==> config.mk <==
export PLATFORM = sky130hd
export DESIGN_NAME = gpa_regs
export DESIGN_NICKNAME = d
export VERILOG_FILES = /design/src/shared/gpa_pkg.sv /design/src/gpa_regs.sv
export SDC_FILE = /design/constraint.sdc
export NUM_CORES = 1
export LEC_CHECK = 0
export BUFFER_PORTS_ARGS = -buffer_cell sky130_fd_sc_hd__clkbuf_2
export CORE_AREA = 2 2 87 89
export DETAILED_ROUTE_END_ITERATION = 10
export DIE_AREA = 0 0 89 91
export GPL_ROUTABILITY_DRIVEN = 1
export GPL_TIMING_DRIVEN = 0
export MAX_ROUTING_LAYER = met4
export PLACE_DENSITY = 0.65
export REMOVE_ABC_BUFFERS = 1
export SYNTH_ARGS = -nofsm -noshare
export SYNTH_HDL_FRONTEND = slang
export SYNTH_SLANG_ARGS = --single-unit
export TNS_END_PERCENT = 100
==> constraint.sdc <==
create_clock -name aclk -period 2.1 [get_ports aclk]
set_input_delay 0 -clock aclk [delete_from_list [all_inputs] [get_ports aclk]]
set_output_delay 0 -clock aclk [all_outputs]
set_load 0.01 [all_outputs]
==> src/shared/gpa_pkg.sv <==
// Package: register map, field layout and reset values of the gain and phase adjust bank
package gpa_pkg;
    // Register indices as printed; byte address is four times the index
    localparam logic [3:0]  IDX_GAIN        = 4'h3;
    localparam logic [3:0]  IDX_FINE        = 4'hd;
    localparam logic [3:0]  IDX_COARSE      = 4'he;
    localparam logic [3:0]  IDX_TRIM        = 4'h1;   // Holder of the termination trim disable bit
    localparam logic [3:0]  IDX_STATUS      = 4'h8;   // Status word of this block
    // Field positions
    localparam int          ADJ_LSB         = 7;      // Gain and fine value sit in bits 15:7
    localparam int          ENABLE_BIT      = 15;
    localparam int          MAGNITUDE_LSB   = 11;
    localparam int          LOW_FREQ_BIT    = 10;
    localparam int          TRIM_DIS_BIT    = 13;
    // Reset values
    localparam logic [8:0]  GAIN_RST        = 9'h100; // 1000 0000 0b, nominal range
    localparam logic [8:0]  FINE_RST        = 9'h000;
    localparam logic [3:0]  MAGNITUDE_RST   = 4'h0;
    localparam logic [8:0]  GAIN_MIN        = 9'h0c0; // Advised lower bound
    localparam logic [8:0]  GAIN_MAX        = 9'h1c0; // Advised upper bound
    localparam int          STEP_PS         = 70;     // Coarse step size, picoseconds
    // AXI responses
    localparam logic [1:0]  RESP_OKAY       = 2'h0;
    localparam logic [1:0]  RESP_SLVERR     = 2'h2;

    // Settings driven into the converter core
    typedef struct packed {
        logic [8:0] gain;             // Full-scale gain adjust
        logic [8:0] fine_phase;       // Fine sample clock phase
        logic       phase_adjust_enable;
        logic [3:0] coarse_phase_magnitude;
        logic       low_freq_sample_clock;
        logic       termination_trim_disable;
    } gpa_cfg_t;

    typedef enum logic [1:0] {
        GPA_IDLE = 2'b00,
        GPA_WRESP = 2'b01,
        GPA_RRESP = 2'b10
    } gpa_state_t;
endpackage : gpa_pkg

==> src/gpa_regs.sv <==
// Gain and sample clock phase adjust register bank behind an AXI4-Lite slave
//
// Local design decision: register access over AXI4-Lite.
`timescale 1ns/100ps
`default_nettype none
module gpa_regs (
    input  wire logic              aclk,
    input  wire logic              aresetn,
    input  wire logic              clk_en,        // Low freezes all state outside reset; reset still loads power-on values
    input  wire logic [5:0]        s_axi_awaddr,
    input  wire logic              s_axi_awvalid,
    output logic                   s_axi_awready,
    input  wire logic [31:0]       s_axi_wdata,
    input  wire logic [3:0]        s_axi_wstrb,
    input  wire logic              s_axi_wvalid,
    output logic                   s_axi_wready,
    output logic [1:0]             s_axi_bresp,
    output logic                   s_axi_bvalid,
    input  wire logic              s_axi_bready,
    input  wire logic [5:0]        s_axi_araddr,
    input  wire logic              s_axi_arvalid,
    output logic                   s_axi_arready,
    output logic [31:0]            s_axi_rdata,
    output logic [1:0]             s_axi_rresp,
    output logic                   s_axi_rvalid,
    input  wire logic              s_axi_rready,
    output var gpa_pkg::gpa_cfg_t  cfg,           // Live settings to converter core
    output logic                   gain_update    // Pulse: gain changed, no calibration
);
    // Register contents
    gpa_pkg::gpa_cfg_t  next_cfg;
    logic               next_gain_update;
    // Write channel capture
    logic               aw_held,   next_aw_held;
    logic               w_held,    next_w_held;
    logic [3:0]         aw_idx,    next_aw_idx;
    logic [31:0]        w_data,    next_w_data;
    logic [3:0]         w_strb,    next_w_strb;
    logic               next_awready, next_wready, next_bvalid, next_arready, next_rvalid;
    logic [1:0]         next_bresp, next_rresp;
    logic [31:0]        next_rdata;
    logic               range_warn, next_range_warn; // Gain outside advised window
    localparam int      ADJ_W = 9;                   // Width of gain and fine fields

    // Word index from byte address
    function automatic logic [3:0] word_idx(input logic [5:0] a);
        word_idx = a[5:2];
    endfunction : word_idx

    // Mapped register check
    function automatic logic mapped(input logic [3:0] i);
        mapped = (i == gpa_pkg::IDX_GAIN) || (i == gpa_pkg::IDX_FINE) || (i == gpa_pkg::IDX_COARSE)
              || (i == gpa_pkg::IDX_TRIM) || (i == gpa_pkg::IDX_STATUS);
    endfunction : mapped

    // Read view; unused low bits of gain, fine and coarse read as ones, as software writes them
    function automatic logic [31:0] read_word(input logic [3:0] i, input gpa_pkg::gpa_cfg_t c,
                                              input logic w);
        read_word = 32'h0000_0000;
        case (i)
            gpa_pkg::IDX_GAIN:   read_word = {16'h0000, c.gain, 7'h7f};
            gpa_pkg::IDX_FINE:   read_word = {16'h0000, c.fine_phase, 7'h7f};
            gpa_pkg::IDX_COARSE: read_word = {16'h0000, c.phase_adjust_enable, c.coarse_phase_magnitude,
                                              c.low_freq_sample_clock, 10'h3ff};
            gpa_pkg::IDX_TRIM:   read_word = {18'h00000, c.termination_trim_disable, 13'h0000};
            // Status: enable set without trim disable, gain beyond advised window
            gpa_pkg::IDX_STATUS: read_word = {30'h0, w,
                                              c.phase_adjust_enable & ~c.termination_trim_disable};
            default:             read_word = 32'h0000_0000;
        endcase
    endfunction : read_word

    // Next-state logic for bus and registers
    always_comb begin
        next_cfg         = cfg;
        next_gain_update = 1'b0;
        next_aw_held     = aw_held;
        next_w_held      = w_held;
        next_aw_idx      = aw_idx;
        next_w_data      = w_data;
        next_w_strb      = w_strb;
        next_awready     = s_axi_awready;
        next_wready      = s_axi_wready;
        next_bvalid      = s_axi_bvalid;
        next_bresp       = s_axi_bresp;
        next_arready     = s_axi_arready;
        next_rvalid      = s_axi_rvalid;
        next_rresp       = s_axi_rresp;
        next_rdata       = s_axi_rdata;
        next_range_warn  = range_warn;
        // Address and data accepted in either order
        if (s_axi_awvalid && s_axi_awready) begin
            next_aw_held = 1'b1;
            next_aw_idx  = word_idx(s_axi_awaddr);
            next_awready = 1'b0;
        end
        if (s_axi_wvalid && s_axi_wready) begin
            next_w_held = 1'b1;
            next_w_data = s_axi_wdata;
            next_w_strb = s_axi_wstrb;
            next_wready = 1'b0;
        end
        // Both halves present: commit and respond
        if (aw_held && w_held && !s_axi_bvalid) begin
            next_aw_held = 1'b0;
            next_w_held  = 1'b0;
            next_bvalid  = 1'b1;
            next_bresp   = mapped(aw_idx) ? gpa_pkg::RESP_OKAY : gpa_pkg::RESP_SLVERR;
            // Only the low two lanes carry register bits
            case (aw_idx)
                gpa_pkg::IDX_GAIN: begin
                    if (w_strb[1] && w_strb[0]) begin
                        next_cfg.gain    = w_data[ADJ_W-1+gpa_pkg::ADJ_LSB:gpa_pkg::ADJ_LSB];
                        next_gain_update = 1'b1;
                        next_range_warn  = (next_cfg.gain < gpa_pkg::GAIN_MIN)
                                        || (next_cfg.gain > gpa_pkg::GAIN_MAX);
                    end
                end
                gpa_pkg::IDX_FINE: begin
                    if (w_strb[1] && w_strb[0]) begin
                        next_cfg.fine_phase = w_data[ADJ_W-1+gpa_pkg::ADJ_LSB:gpa_pkg::ADJ_LSB];
                    end
                end
                gpa_pkg::IDX_COARSE: begin
                    if (w_strb[1]) begin
                        next_cfg.phase_adjust_enable    = w_data[gpa_pkg::ENABLE_BIT];
                        next_cfg.coarse_phase_magnitude = w_data[gpa_pkg::MAGNITUDE_LSB +: 4];
                        next_cfg.low_freq_sample_clock  = w_data[gpa_pkg::LOW_FREQ_BIT];
                    end
                end
                gpa_pkg::IDX_TRIM: begin
                    if (w_strb[1]) begin
                        next_cfg.termination_trim_disable = w_data[gpa_pkg::TRIM_DIS_BIT];
                    end
                end
                default: begin
                end
            endcase
        end
        // Response handshake reopens the write channel
        if (s_axi_bvalid && s_axi_bready) begin
            next_bvalid  = 1'b0;
            next_awready = 1'b1;
            next_wready  = 1'b1;
        end
        // Read: one outstanding at a time
        if (s_axi_arvalid && s_axi_arready) begin
            next_arready = 1'b0;
            next_rvalid  = 1'b1;
            next_rdata   = read_word(word_idx(s_axi_araddr), cfg, range_warn);
            next_rresp   = mapped(word_idx(s_axi_araddr)) ? gpa_pkg::RESP_OKAY : gpa_pkg::RESP_SLVERR;
        end
        if (s_axi_rvalid && s_axi_rready) begin
            next_rvalid  = 1'b0;
            next_arready = 1'b1;
        end
    end

    // Register stage; reset gives power-on values
    always_ff @(posedge aclk) begin
        if (!aresetn) begin
            cfg.gain                     <= gpa_pkg::GAIN_RST;
            cfg.fine_phase               <= gpa_pkg::FINE_RST;
            cfg.phase_adjust_enable      <= 1'b0;
            cfg.coarse_phase_magnitude   <= gpa_pkg::MAGNITUDE_RST;
            cfg.low_freq_sample_clock    <= 1'b0;
            cfg.termination_trim_disable <= 1'b0;
            gain_update   <= 1'b0;
            aw_held       <= 1'b0;
            w_held        <= 1'b0;
            aw_idx        <= 4'h0;
            w_data        <= 32'h0000_0000;
            w_strb        <= 4'h0;
            s_axi_awready <= 1'b1;
            s_axi_wready  <= 1'b1;
            s_axi_bvalid  <= 1'b0;
            s_axi_bresp   <= gpa_pkg::RESP_OKAY;
            s_axi_arready <= 1'b1;
            s_axi_rvalid  <= 1'b0;
            s_axi_rresp   <= gpa_pkg::RESP_OKAY;
            s_axi_rdata   <= 32'h0000_0000;
            range_warn    <= 1'b0;
        end else if (clk_en) begin
            cfg           <= next_cfg;
            gain_update   <= next_gain_update;
            aw_held       <= next_aw_held;
            w_held        <= next_w_held;
            aw_idx        <= next_aw_idx;
            w_data        <= next_w_data;
            w_strb        <= next_w_strb;
            s_axi_awready <= next_awready;
            s_axi_wready  <= next_wready;
            s_axi_bvalid  <= next_bvalid;
            s_axi_bresp   <= next_bresp;
            s_axi_arready <= next_arready;
            s_axi_rvalid  <= next_rvalid;
            s_axi_rresp   <= next_rresp;
            s_axi_rdata   <= next_rdata;
            range_warn    <= next_range_warn;
        end
    end

    // Helper terms shared by the checks below
    logic               write_commit;  // Both halves held, answer not out yet
    logic               read_take;     // Read address taken on this edge
    assign write_commit = clk_en && aw_held && w_held && !s_axi_bvalid;
    assign read_take    = clk_en && s_axi_arvalid && s_axi_arready;
endmodule : gpa_regs
`default_nettype wire

[Yosys cells after proc, flatten, opt, wreduce, memory -nomap -nowiden]
Index checks and enable logic that the tools add are counted.
Storage, ports and cells
  logic and storage cells: 93
  output and inout bits: 67
  bits in registers: 92
  input bits: 56
Operators by class
  reductions and logical operators: 38
  bitwise gates (word level): 2
  muxes and demuxes: 20
  equal/unequal tests: 10
  magnitude comparators: 2
Operators with widths (number)
  one-hot mux 16 bit (5 select lines): 1
  equality test 4 bit (second input constant): 6
  AND reduction 2 bit: 10
  2-to-1 mux 1 bit: 17
  AND reduction 4 bit: 4
  nonzero test 2 bit: 6
  greater-than comparator 9 bit (second input constant): 1
  logical OR 1 bit: 9
  less-than comparator 9 x 8 -> 1 bit (second input constant): 1
  equality test 4 x 1 -> 1 bit (second input constant): 2
  equality test 4 x 2 -> 1 bit (second input constant): 2
  logical AND 1 bit: 8
  2-to-1 mux 2 bit: 2
  AND 1 bit: 1
  zero test 1 bit: 1
  NOT 1 bit: 1

[Depth between registers and ports, before layout]
Gate-level depths: netlist of run 1.
  depth after elaboration: 6
  depth in mapped cells: 6
  depth with buffers taken out: 4

[Least setup slack after synthesis of run 1]
OpenSTA, ideal clock, no wires.
  kind: flip-flop to flip-flop
  from: reg aw_idx[2]
  to: reg cfg[24] (netlist name)
  setup slack: 0.600 ns
  path buffers: 2
  arrival time: 1.370 ns
  library setup time: 0.129 ns
  period minus slack after synthesis: 1.500 ns
  stages on the path, launching flop included: 7
  required time: 1.971 ns
  cells stage by stage: dfxtp_1 buf_2 or3b_4 nor3_4 buf_6 mux2i_1 nand2_1
Between the ends
  word-level cells in the longest chain between the ends: 2
Ends and longest elaborated chain
  start, declared: RTL line gpa_regs.sv:36  | logic [3:0] aw_idx, next_aw_idx;
  start signal, assigned: RTL line gpa_regs.sv:188  | aw_idx <= next_aw_idx;
  equality test 4 x 2 -> 1 bit: RTL line gpa_regs.sv:110  | case (aw_idx)
  AND reduction 4 bit (no source line)
  end signal, assigned: RTL line gpa_regs.sv:184  | cfg <= next_cfg;
  end, declared: RTL line gpa_regs.sv:27  | output var gpa_pkg::gpa_cfg_t cfg,
No other way between the ends.
A chain may end at the register's enable or synchronous reset.

[Worst setup path after layout of run 1]
  from: reg s_axi_bvalid
  to: reg cfg[13] (netlist name)
Between the ends
  word-level cells in the longest chain between the ends: 3
Ends and longest elaborated chain
  start, declared: RTL line gpa_regs.sv:18  | output logic s_axi_bvalid,
  start signal, assigned: RTL line gpa_regs.sv:193  | s_axi_bvalid <= next_bvalid;
  zero test 1 bit
  logical AND 1 bit: RTL line gpa_regs.sv:104  | if (aw_held && w_held && !s_axi_bvalid) begin
  AND reduction 4 bit (no source line)
No other way between the ends.

==> results of run 1 <==
area by class of cell:
type | count | area (µm²) | share of cell area
sequential | 63 | 1260 | 0.352
timing repair buffer | 101 | 642 | 0.179
clock buffer | 10 | 128 | 0.0356
inverter | 4 | 15.0 | 0.00419
multi-input combinational | 219 | 1330 | 0.371
tap | 99 | 124 | 0.0346
clock inverter | 6 | 85.1 | 0.0237
timing repair:
action | CTS | global route
hold endpoints to repair | 21 | 0
hold buffers | 22 | 0
buffers inserted | 0 | 3
endpoints found under the setup margin | 0 | 6
resized for setup | 0 | 1
layer usage:
layer,vias to the layer above,part of all wire,track usage
li1,1229,-,-
met2,78,0.46,0.267
met1,1166,0.46,0.230
met5,-,0,-
met3,11,0.068,0.0518
met4,0,0.022,0.0858
registers in the layout, indices dropped and copies added (netlist names):
name and count:
s_axi_rresp 1, w_held 1, w_strb 2, cfg 25, w_data 9, s_axi_arready 1
s_axi_wready 1, aw_idx 4, s_axi_bresp 1, range_warn 1, aw_held 1, s_axi_rdata 12
s_axi_rvalid 1, gain_update 1, s_axi_bvalid 1, s_axi_awready 1
through the flow:
stage	setup WS, ns	util	cells	instance area [µm²]	total power, mW
final	0.286	0.502	502	3580	2.63
after global routing	0.110	0.502	502	3580	2.73
after CTS	0.0416	0.496	499	3540	2.64
after detailed placement	0.0517	0.435	461	3110	1.47
after global placement	-1.04	0.433	460	3090	1.46
after floorplan	-0.344	-	286	2590	1.38
cell families after synthesis:
group	Yosys count	share of synthesized area
AOI/OAI and AO/OA	51	0.137
xor gates and xnor gates	2	0.00630
buffers and inverters	44	0.0968
DFF	63	0.454
muxes	30	0.108
other	1	0.00135
and+or+nand+nor	118	0.196
cells in the mapped netlist (2+ instances only):
master and count:
nor2_1 38, nand3_1 9, inv_1 3, nor3_1 2, clkbuf_1 8, and3_1 3, a21oi_1 18, o21ai_0 4
a222oi_1 5, a221oi_1 12, dfxtp_1 63, mux2i_1 29, buf_4 23, nand2_1 52, o221a_2 3, buf_2 7
a21o_1 2
report_power, final:
part | internal (mW) | switching [mW] | leakage [nW]
registers | 1.22 | 0.0298 | 0.511
clock network | 0.664 | 0.497 | 0.102
logic | 0.0942 | 0.126 | 0.942
total | 1.98 | 0.653 | 1.56
how the worst max path moves through the flow:
stage	from	endpoint	slack (ns)
6_report	s_axi_bvalid	cfg[13]	0.29
5_1_grt	s_axi_arready	s_axi_rdata[15]	0.11
4_1_cts	aw_idx[1]	range_warn	0.04
3_5_place_dp	aw_idx[1]	range_warn	0.05
3_3_place_gp	s_axi_bvalid	cfg[11]	-1.04
2_1_floorplan	s_axi_bvalid	cfg[10]	-0.34
worst min-delay path, delay by kind of cell:
kind	cells	cell delay, ns
buffers and inverters	1	0.20
AOI/OAI and AO/OA	1	0.10
and+or+nand+nor	1	0.10
==> reports/results.ini, run 1 <==
[floorplanning]
io_pins=123
die-area_mm2=0.00810
die_w_um=89
start_util=0.390
die_height_um=91
num_rows=31
core_mm2=0.00714

[sta]
tightest_slew_ns=0.909
fmax_ghz=0.551
skew_ns=0.0116
hold_ws_ns=0.0885
finalSetupTns_ns=0
slew_headroom=0.393
maxSlewViolCount=0
grt_setup_unrepaired=no
period_share=0.864
setup_violations=0
hold_violations=0
fin_crit_ns=1.81

[layout]
n_fill_cell=699
final_common_cell=clkbuf_2
num_antenna_cells=0
drive_gt1_frac=0.263
area_growth_pct=28.9
final_cell_mix=clkbuf_2 (75), dfxtp_1 (63), nand2_1 (52)
fin_nets=454

[run]
max-cap-violations=0

[clock_network]
cts_root_buffer=clkbuf_8
clock_path_buffers=2
cts.sinks=63
clock_latency_ns=0.35
cts_buffers=9
cts_tree=built
h-tree-depth=3
path_clk_slew_ns=0.07

[critical_path]
cpPeakStageDelay_ns=0.55
worstPathMaxFanout=5
crit_family=simple AND/OR/NAND/NOR gates
timing.rr.start=s_axi_bvalid
crit_path_end_kind=register
rr_endpoint=cfg[13]
path_depth=5
required_ns=2.31
r2r_cells=5
critPathBufInv=1
critPathSlowestCell=nor4_4
crit_chain=nand4b_2 -> nor4_4 -> buf_6 -> mux2i_1 -> nor2_1
critPathLaunchType=register
path_class=register to register
r2r_slack_ns=0.29
arrival_ns=2.02

[worst_hold_path]
min-delay-start=clk_en
min_path_type=input port to register
worstHoldPathCells=3
min_to=s_axi_wready

[route]
vias=2484
drt.antenna.violating_nets=0
drt-initial-drc-count=158
vias_per_cell=4.95
first_pass_iters=4
wl_per_cell_um=13.9
drcViolationCount=0
drt_wl_total_um=6990

[power]
peakVddDrop_v=0.000307
leakagePower_nw=1.56
power_density_mw_per_mm2=735

[placed_design]
gp_congestion=0.891
port_buffers=75
dp_hpwl_um=4630

[synth]
yosys.cell_types.count=45
synth.top_cell.area_share=0.454
yosys-top-cells-area=dfxtp_1 (45%), mux2i_1 (10%), nand2_1 (7.0%), buf_4 (6.2%), nor2_1 (5.1%)
synth_edf_count=0
synth.cell_area_mm2=0.00278
ys.flop_type=dfxtp_1
synth-seq-cells=63
synth-seq-area-share=0.454
async_flop_share=0
ys_warn_count=0
synthCells=309
avgSynthCellArea_um2=9.00
yosysTopAreaCell=dfxtp_1

[grt]
grt_usage=0.182
grt_pass1_wl_um=11000
antenna_found_initial=0
grt_max_degree=54
grt_pass1_vias=2207
grt-ovfl-total=0

[outcome]
status=finished, final reports clean

Power figures use the tool's default switching activity.
==> run 2, diff against run 1 <==
ABC_AREA = 1   (was default)
SLEW_MARGIN = 30   (was default)
==> run 2 against run 1 <==
Against the previous run:
- sequential share of layout area is 0.87 points higher
- routed wire length is 4.8% lower
- sequential power hardly changed
- via count is 3.9% higher
- design area is 2.4% lower
- global-route usage is 1.1 points lower
- synthesized cell count is 25% higher
- clock skew is 0.0047 ns lower
- critical endpoint is now cfg[17]
==> reports/results.ini, run 2 <==
[synth]
yosys-top-cells-area=dfxtp_1 (45%), nand2_1 (9.8%), nor2_1 (7.8%), nand3_1 (6.6%), o21ai_0 (6.1%)
synthAdderAreaFrac=0  ; unchanged
synth_edf_count=0  ; unchanged
yosysTopAreaCell=dfxtp_1
yosys.cell_types.count=27  ; -40%
ys.flop_type=dfxtp_1
synth_compound_area_frac=0.130  ; -0.00710
synthXorXnorAreaFrac=0  ; -0.00630
synth-seq-cells=63  ; unchanged
synth_most_common_cell=nand2_1
avgSynthCellArea_um2=7.24  ; -20%
synth_top_family_by_area=simple AND/OR/NAND/NOR gates
synth.cell_area_mm2=0.00279  ; +0.27%
async_flop_share=0  ; unchanged
synth-seq-area-share=0.452  ; -0.00122
synth_common_cells=nand2_1 (73), dfxtp_1 (63), nor2_1 (58), nand3_1 (37), o21ai_0 (34)
synthSimpleGateAreaFrac=0.292  ; +0.0960
synthCells=385  ; +25%
synth.top_cell.area_share=0.452  ; -0.00122
muxShareOfSynthArea=0  ; -0.108
ys_warn_count=0  ; unchanged

[critical_path]
crit_path_end_kind=register
required_ns=2.34  ; +0.03 ns
critPathLaunchType=register
worstPathMaxFanout=12  ; +7
path_class=register to register
arrival_ns=1.70  ; -0.32 ns

[floorplanning]
die_height_um=91  ; unchanged
start_util=0.391  ; +0.00105
die-area_mm2=0.00810  ; unchanged
core_mm2=0.00714  ; unchanged
num_rows=31  ; unchanged
io_pins=123  ; unchanged
die_w_um=89  ; unchanged

[clock_network]
cts.sinks=63  ; unchanged
clock_path_buffers=2  ; unchanged
clock_latency_ns=0.35  ; about the same
cts_resized=0  ; unchanged
cts_buffers=9  ; unchanged
hold_buffers=17  ; -23%
cts_setup_buffers=0  ; unchanged
path_clk_slew_ns=0.06  ; about the same
h-tree-depth=3  ; unchanged
cts_tree=built
cts_root_buffer=clkbuf_8

[sta]
slew_headroom=0.499  ; +0.106
hold_violations=0  ; unchanged
setup_violations=0  ; unchanged
grt_setup_unrepaired=no
period_share=0.694  ; -0.170
fmax_ghz=0.686  ; +25%
fin_crit_ns=1.46  ; -0.357 ns
maxSlewViolCount=0  ; unchanged
skew_ns=0.00693  ; -0.00467 ns
tightest_slew_ns=0.749  ; -0.160 ns
finalSetupTns_ns=0  ; unchanged

[worst_hold_path]
min_path_type=input port to register

[power]
power_density_mw_per_mm2=713  ; -3.0%
switching_share=0.244  ; -0.00396
power.switching_uw=608  ; -6.8%
p_clk_frac=0.411  ; -0.030
p_seq_frac=0.501  ; +0.026
p_int_mw=1.88  ; -4.8%
peakVddDrop_v=0.000321  ; +4.6%
combinationalPowerShare=0.088  ; +0.004
leakagePower_nw=1.61  ; +3.3%

[route]
vias=2581  ; +3.9%
wl_per_cell_um=11.6  ; -17%
first_pass_iters=4  ; unchanged
drt_wl_total_um=6660  ; -4.8%
drcViolationCount=0  ; unchanged
drt-initial-drc-count=134  ; -15%
vias_per_cell=4.48  ; -9.4%
drt.antenna.violating_nets=0  ; unchanged

[layout]
fin_area_mm2=0.00350  ; -2.4%
fin_nets=528  ; +16%
largest_register_ffs=25  ; unchanged
final_cell_mix=clkbuf_2 (75), nand2_1 (73), dfxtp_1 (63)
final_common_cell=clkbuf_2
regMostFlops=cfg
area_growth_pct=25.4
reg_top3=cfg (25), s_axi_rdata (12), w_data (9)
num_antenna_cells=0  ; unchanged
drive_gt1_frac=0.224  ; -0.0387

[grt]
grt-ovfl-total=0  ; unchanged
grt_max_degree=45  ; -17%
antenna_found_initial=0  ; unchanged
grt_pass1_wl_um=10600  ; -3.5%
grt_pass1_vias=2277  ; +3.2%
grt_usage=0.171  ; -0.0109

[placed_design]
dpl_cell_area_mm2=0.00314  ; +0.97%
dp_hpwl_um=4880  ; +5.4%
gp_congestion=0.851  ; -4.5%
port_buffers=75  ; unchanged

[outcome]
status=finished, final reports clean

[run]
max-cap-violations=0  ; unchanged

run 2: cell types whose count changed in the layout (fill, tap and decap cells not counted), moves of 12 or more:
cell | previous run | this run
o21ai_0 | 4 | 34
mux2i_1 | 29 | 0
nand3_1 | 9 | 37
inv_1 | 3 | 25
nand2_1 | 52 | 73
nor2_1 | 38 | 58
a221oi_1 | 12 | 0
run 2: metrics by stage:
step            util  setup slack, ns  total power, mW  hold WS, ns  cells
2_1_floorplan      -            0.816             1.39       0.0757    369
3_3_place_gp   0.440            0.353             1.47        0.236    543
3_5_place_dp   0.440            0.327             1.47        0.238    543
4_1_cts        0.490            0.608             2.51       0.0435    576
5_1_grt        0.490            0.426             2.59       0.0816    576
6_report       0.490            0.643             2.49       0.0489    576
run 2: final timing paths:
kind / end / slack, ns / depth (start not counted) / start
hold / removal: s_axi_arready / 0.05 / 5 / clk_en
setup / recovery: cfg[17] / 0.64 / 6 / s_axi_bvalid
setup reg to reg: cfg[17] / 0.64 / 6 / s_axi_bvalid
hold reg to reg: aw_held / 0.46 / 2 / aw_held
run 2: layer usage:
layer / GRT usage / part of all wire
met1: 0.220 / 0.47
met3: 0.0273 / 0.047
met4: 0.0784 / 0.023
met2: 0.262 / 0.46
met5: - / 0
run 2: critical path, stage by stage (launching register included):
cell and delay (ns):
dfxtp_1 0.32, inv_1 0.07, nand3_1 0.16, nor2_8 0.22
nand3_2 0.28, o21ai_0 0.24, nor2_1 0.06
run 2: kinds of logic after synthesis:
kind of cell / Yosys count
flip-flops: 63
buffers and inverters: 68
AND/OR/NAND/NOR: 183
other: 1
AO/OA/AOI/OAI: 70
run 2: layout make-up:
cell class / instances / area (µm²)
inverter: 35 / 131
clock inverter: 4 / 45.0
multi-input combinational: 271 / 1240
clock buffer: 12 / 145
sequential: 63 / 1260
tap: 99 / 124
timing repair buffer: 92 / 546
fill: 788 / 3640
run 2: power by group through the flow:
stage / registers [mW] / clock network [mW] / logic (mW)
final: 1.25 / 1.02 / 0.219
after global routing: 1.25 / 1.09 / 0.252
after CTS: 1.25 / 1.04 / 0.221
after detailed placement: 1.28 / 0 / 0.195
after global placement: 1.27 / 0 / 0.192
after floorplan: 1.28 / 0 / 0.116
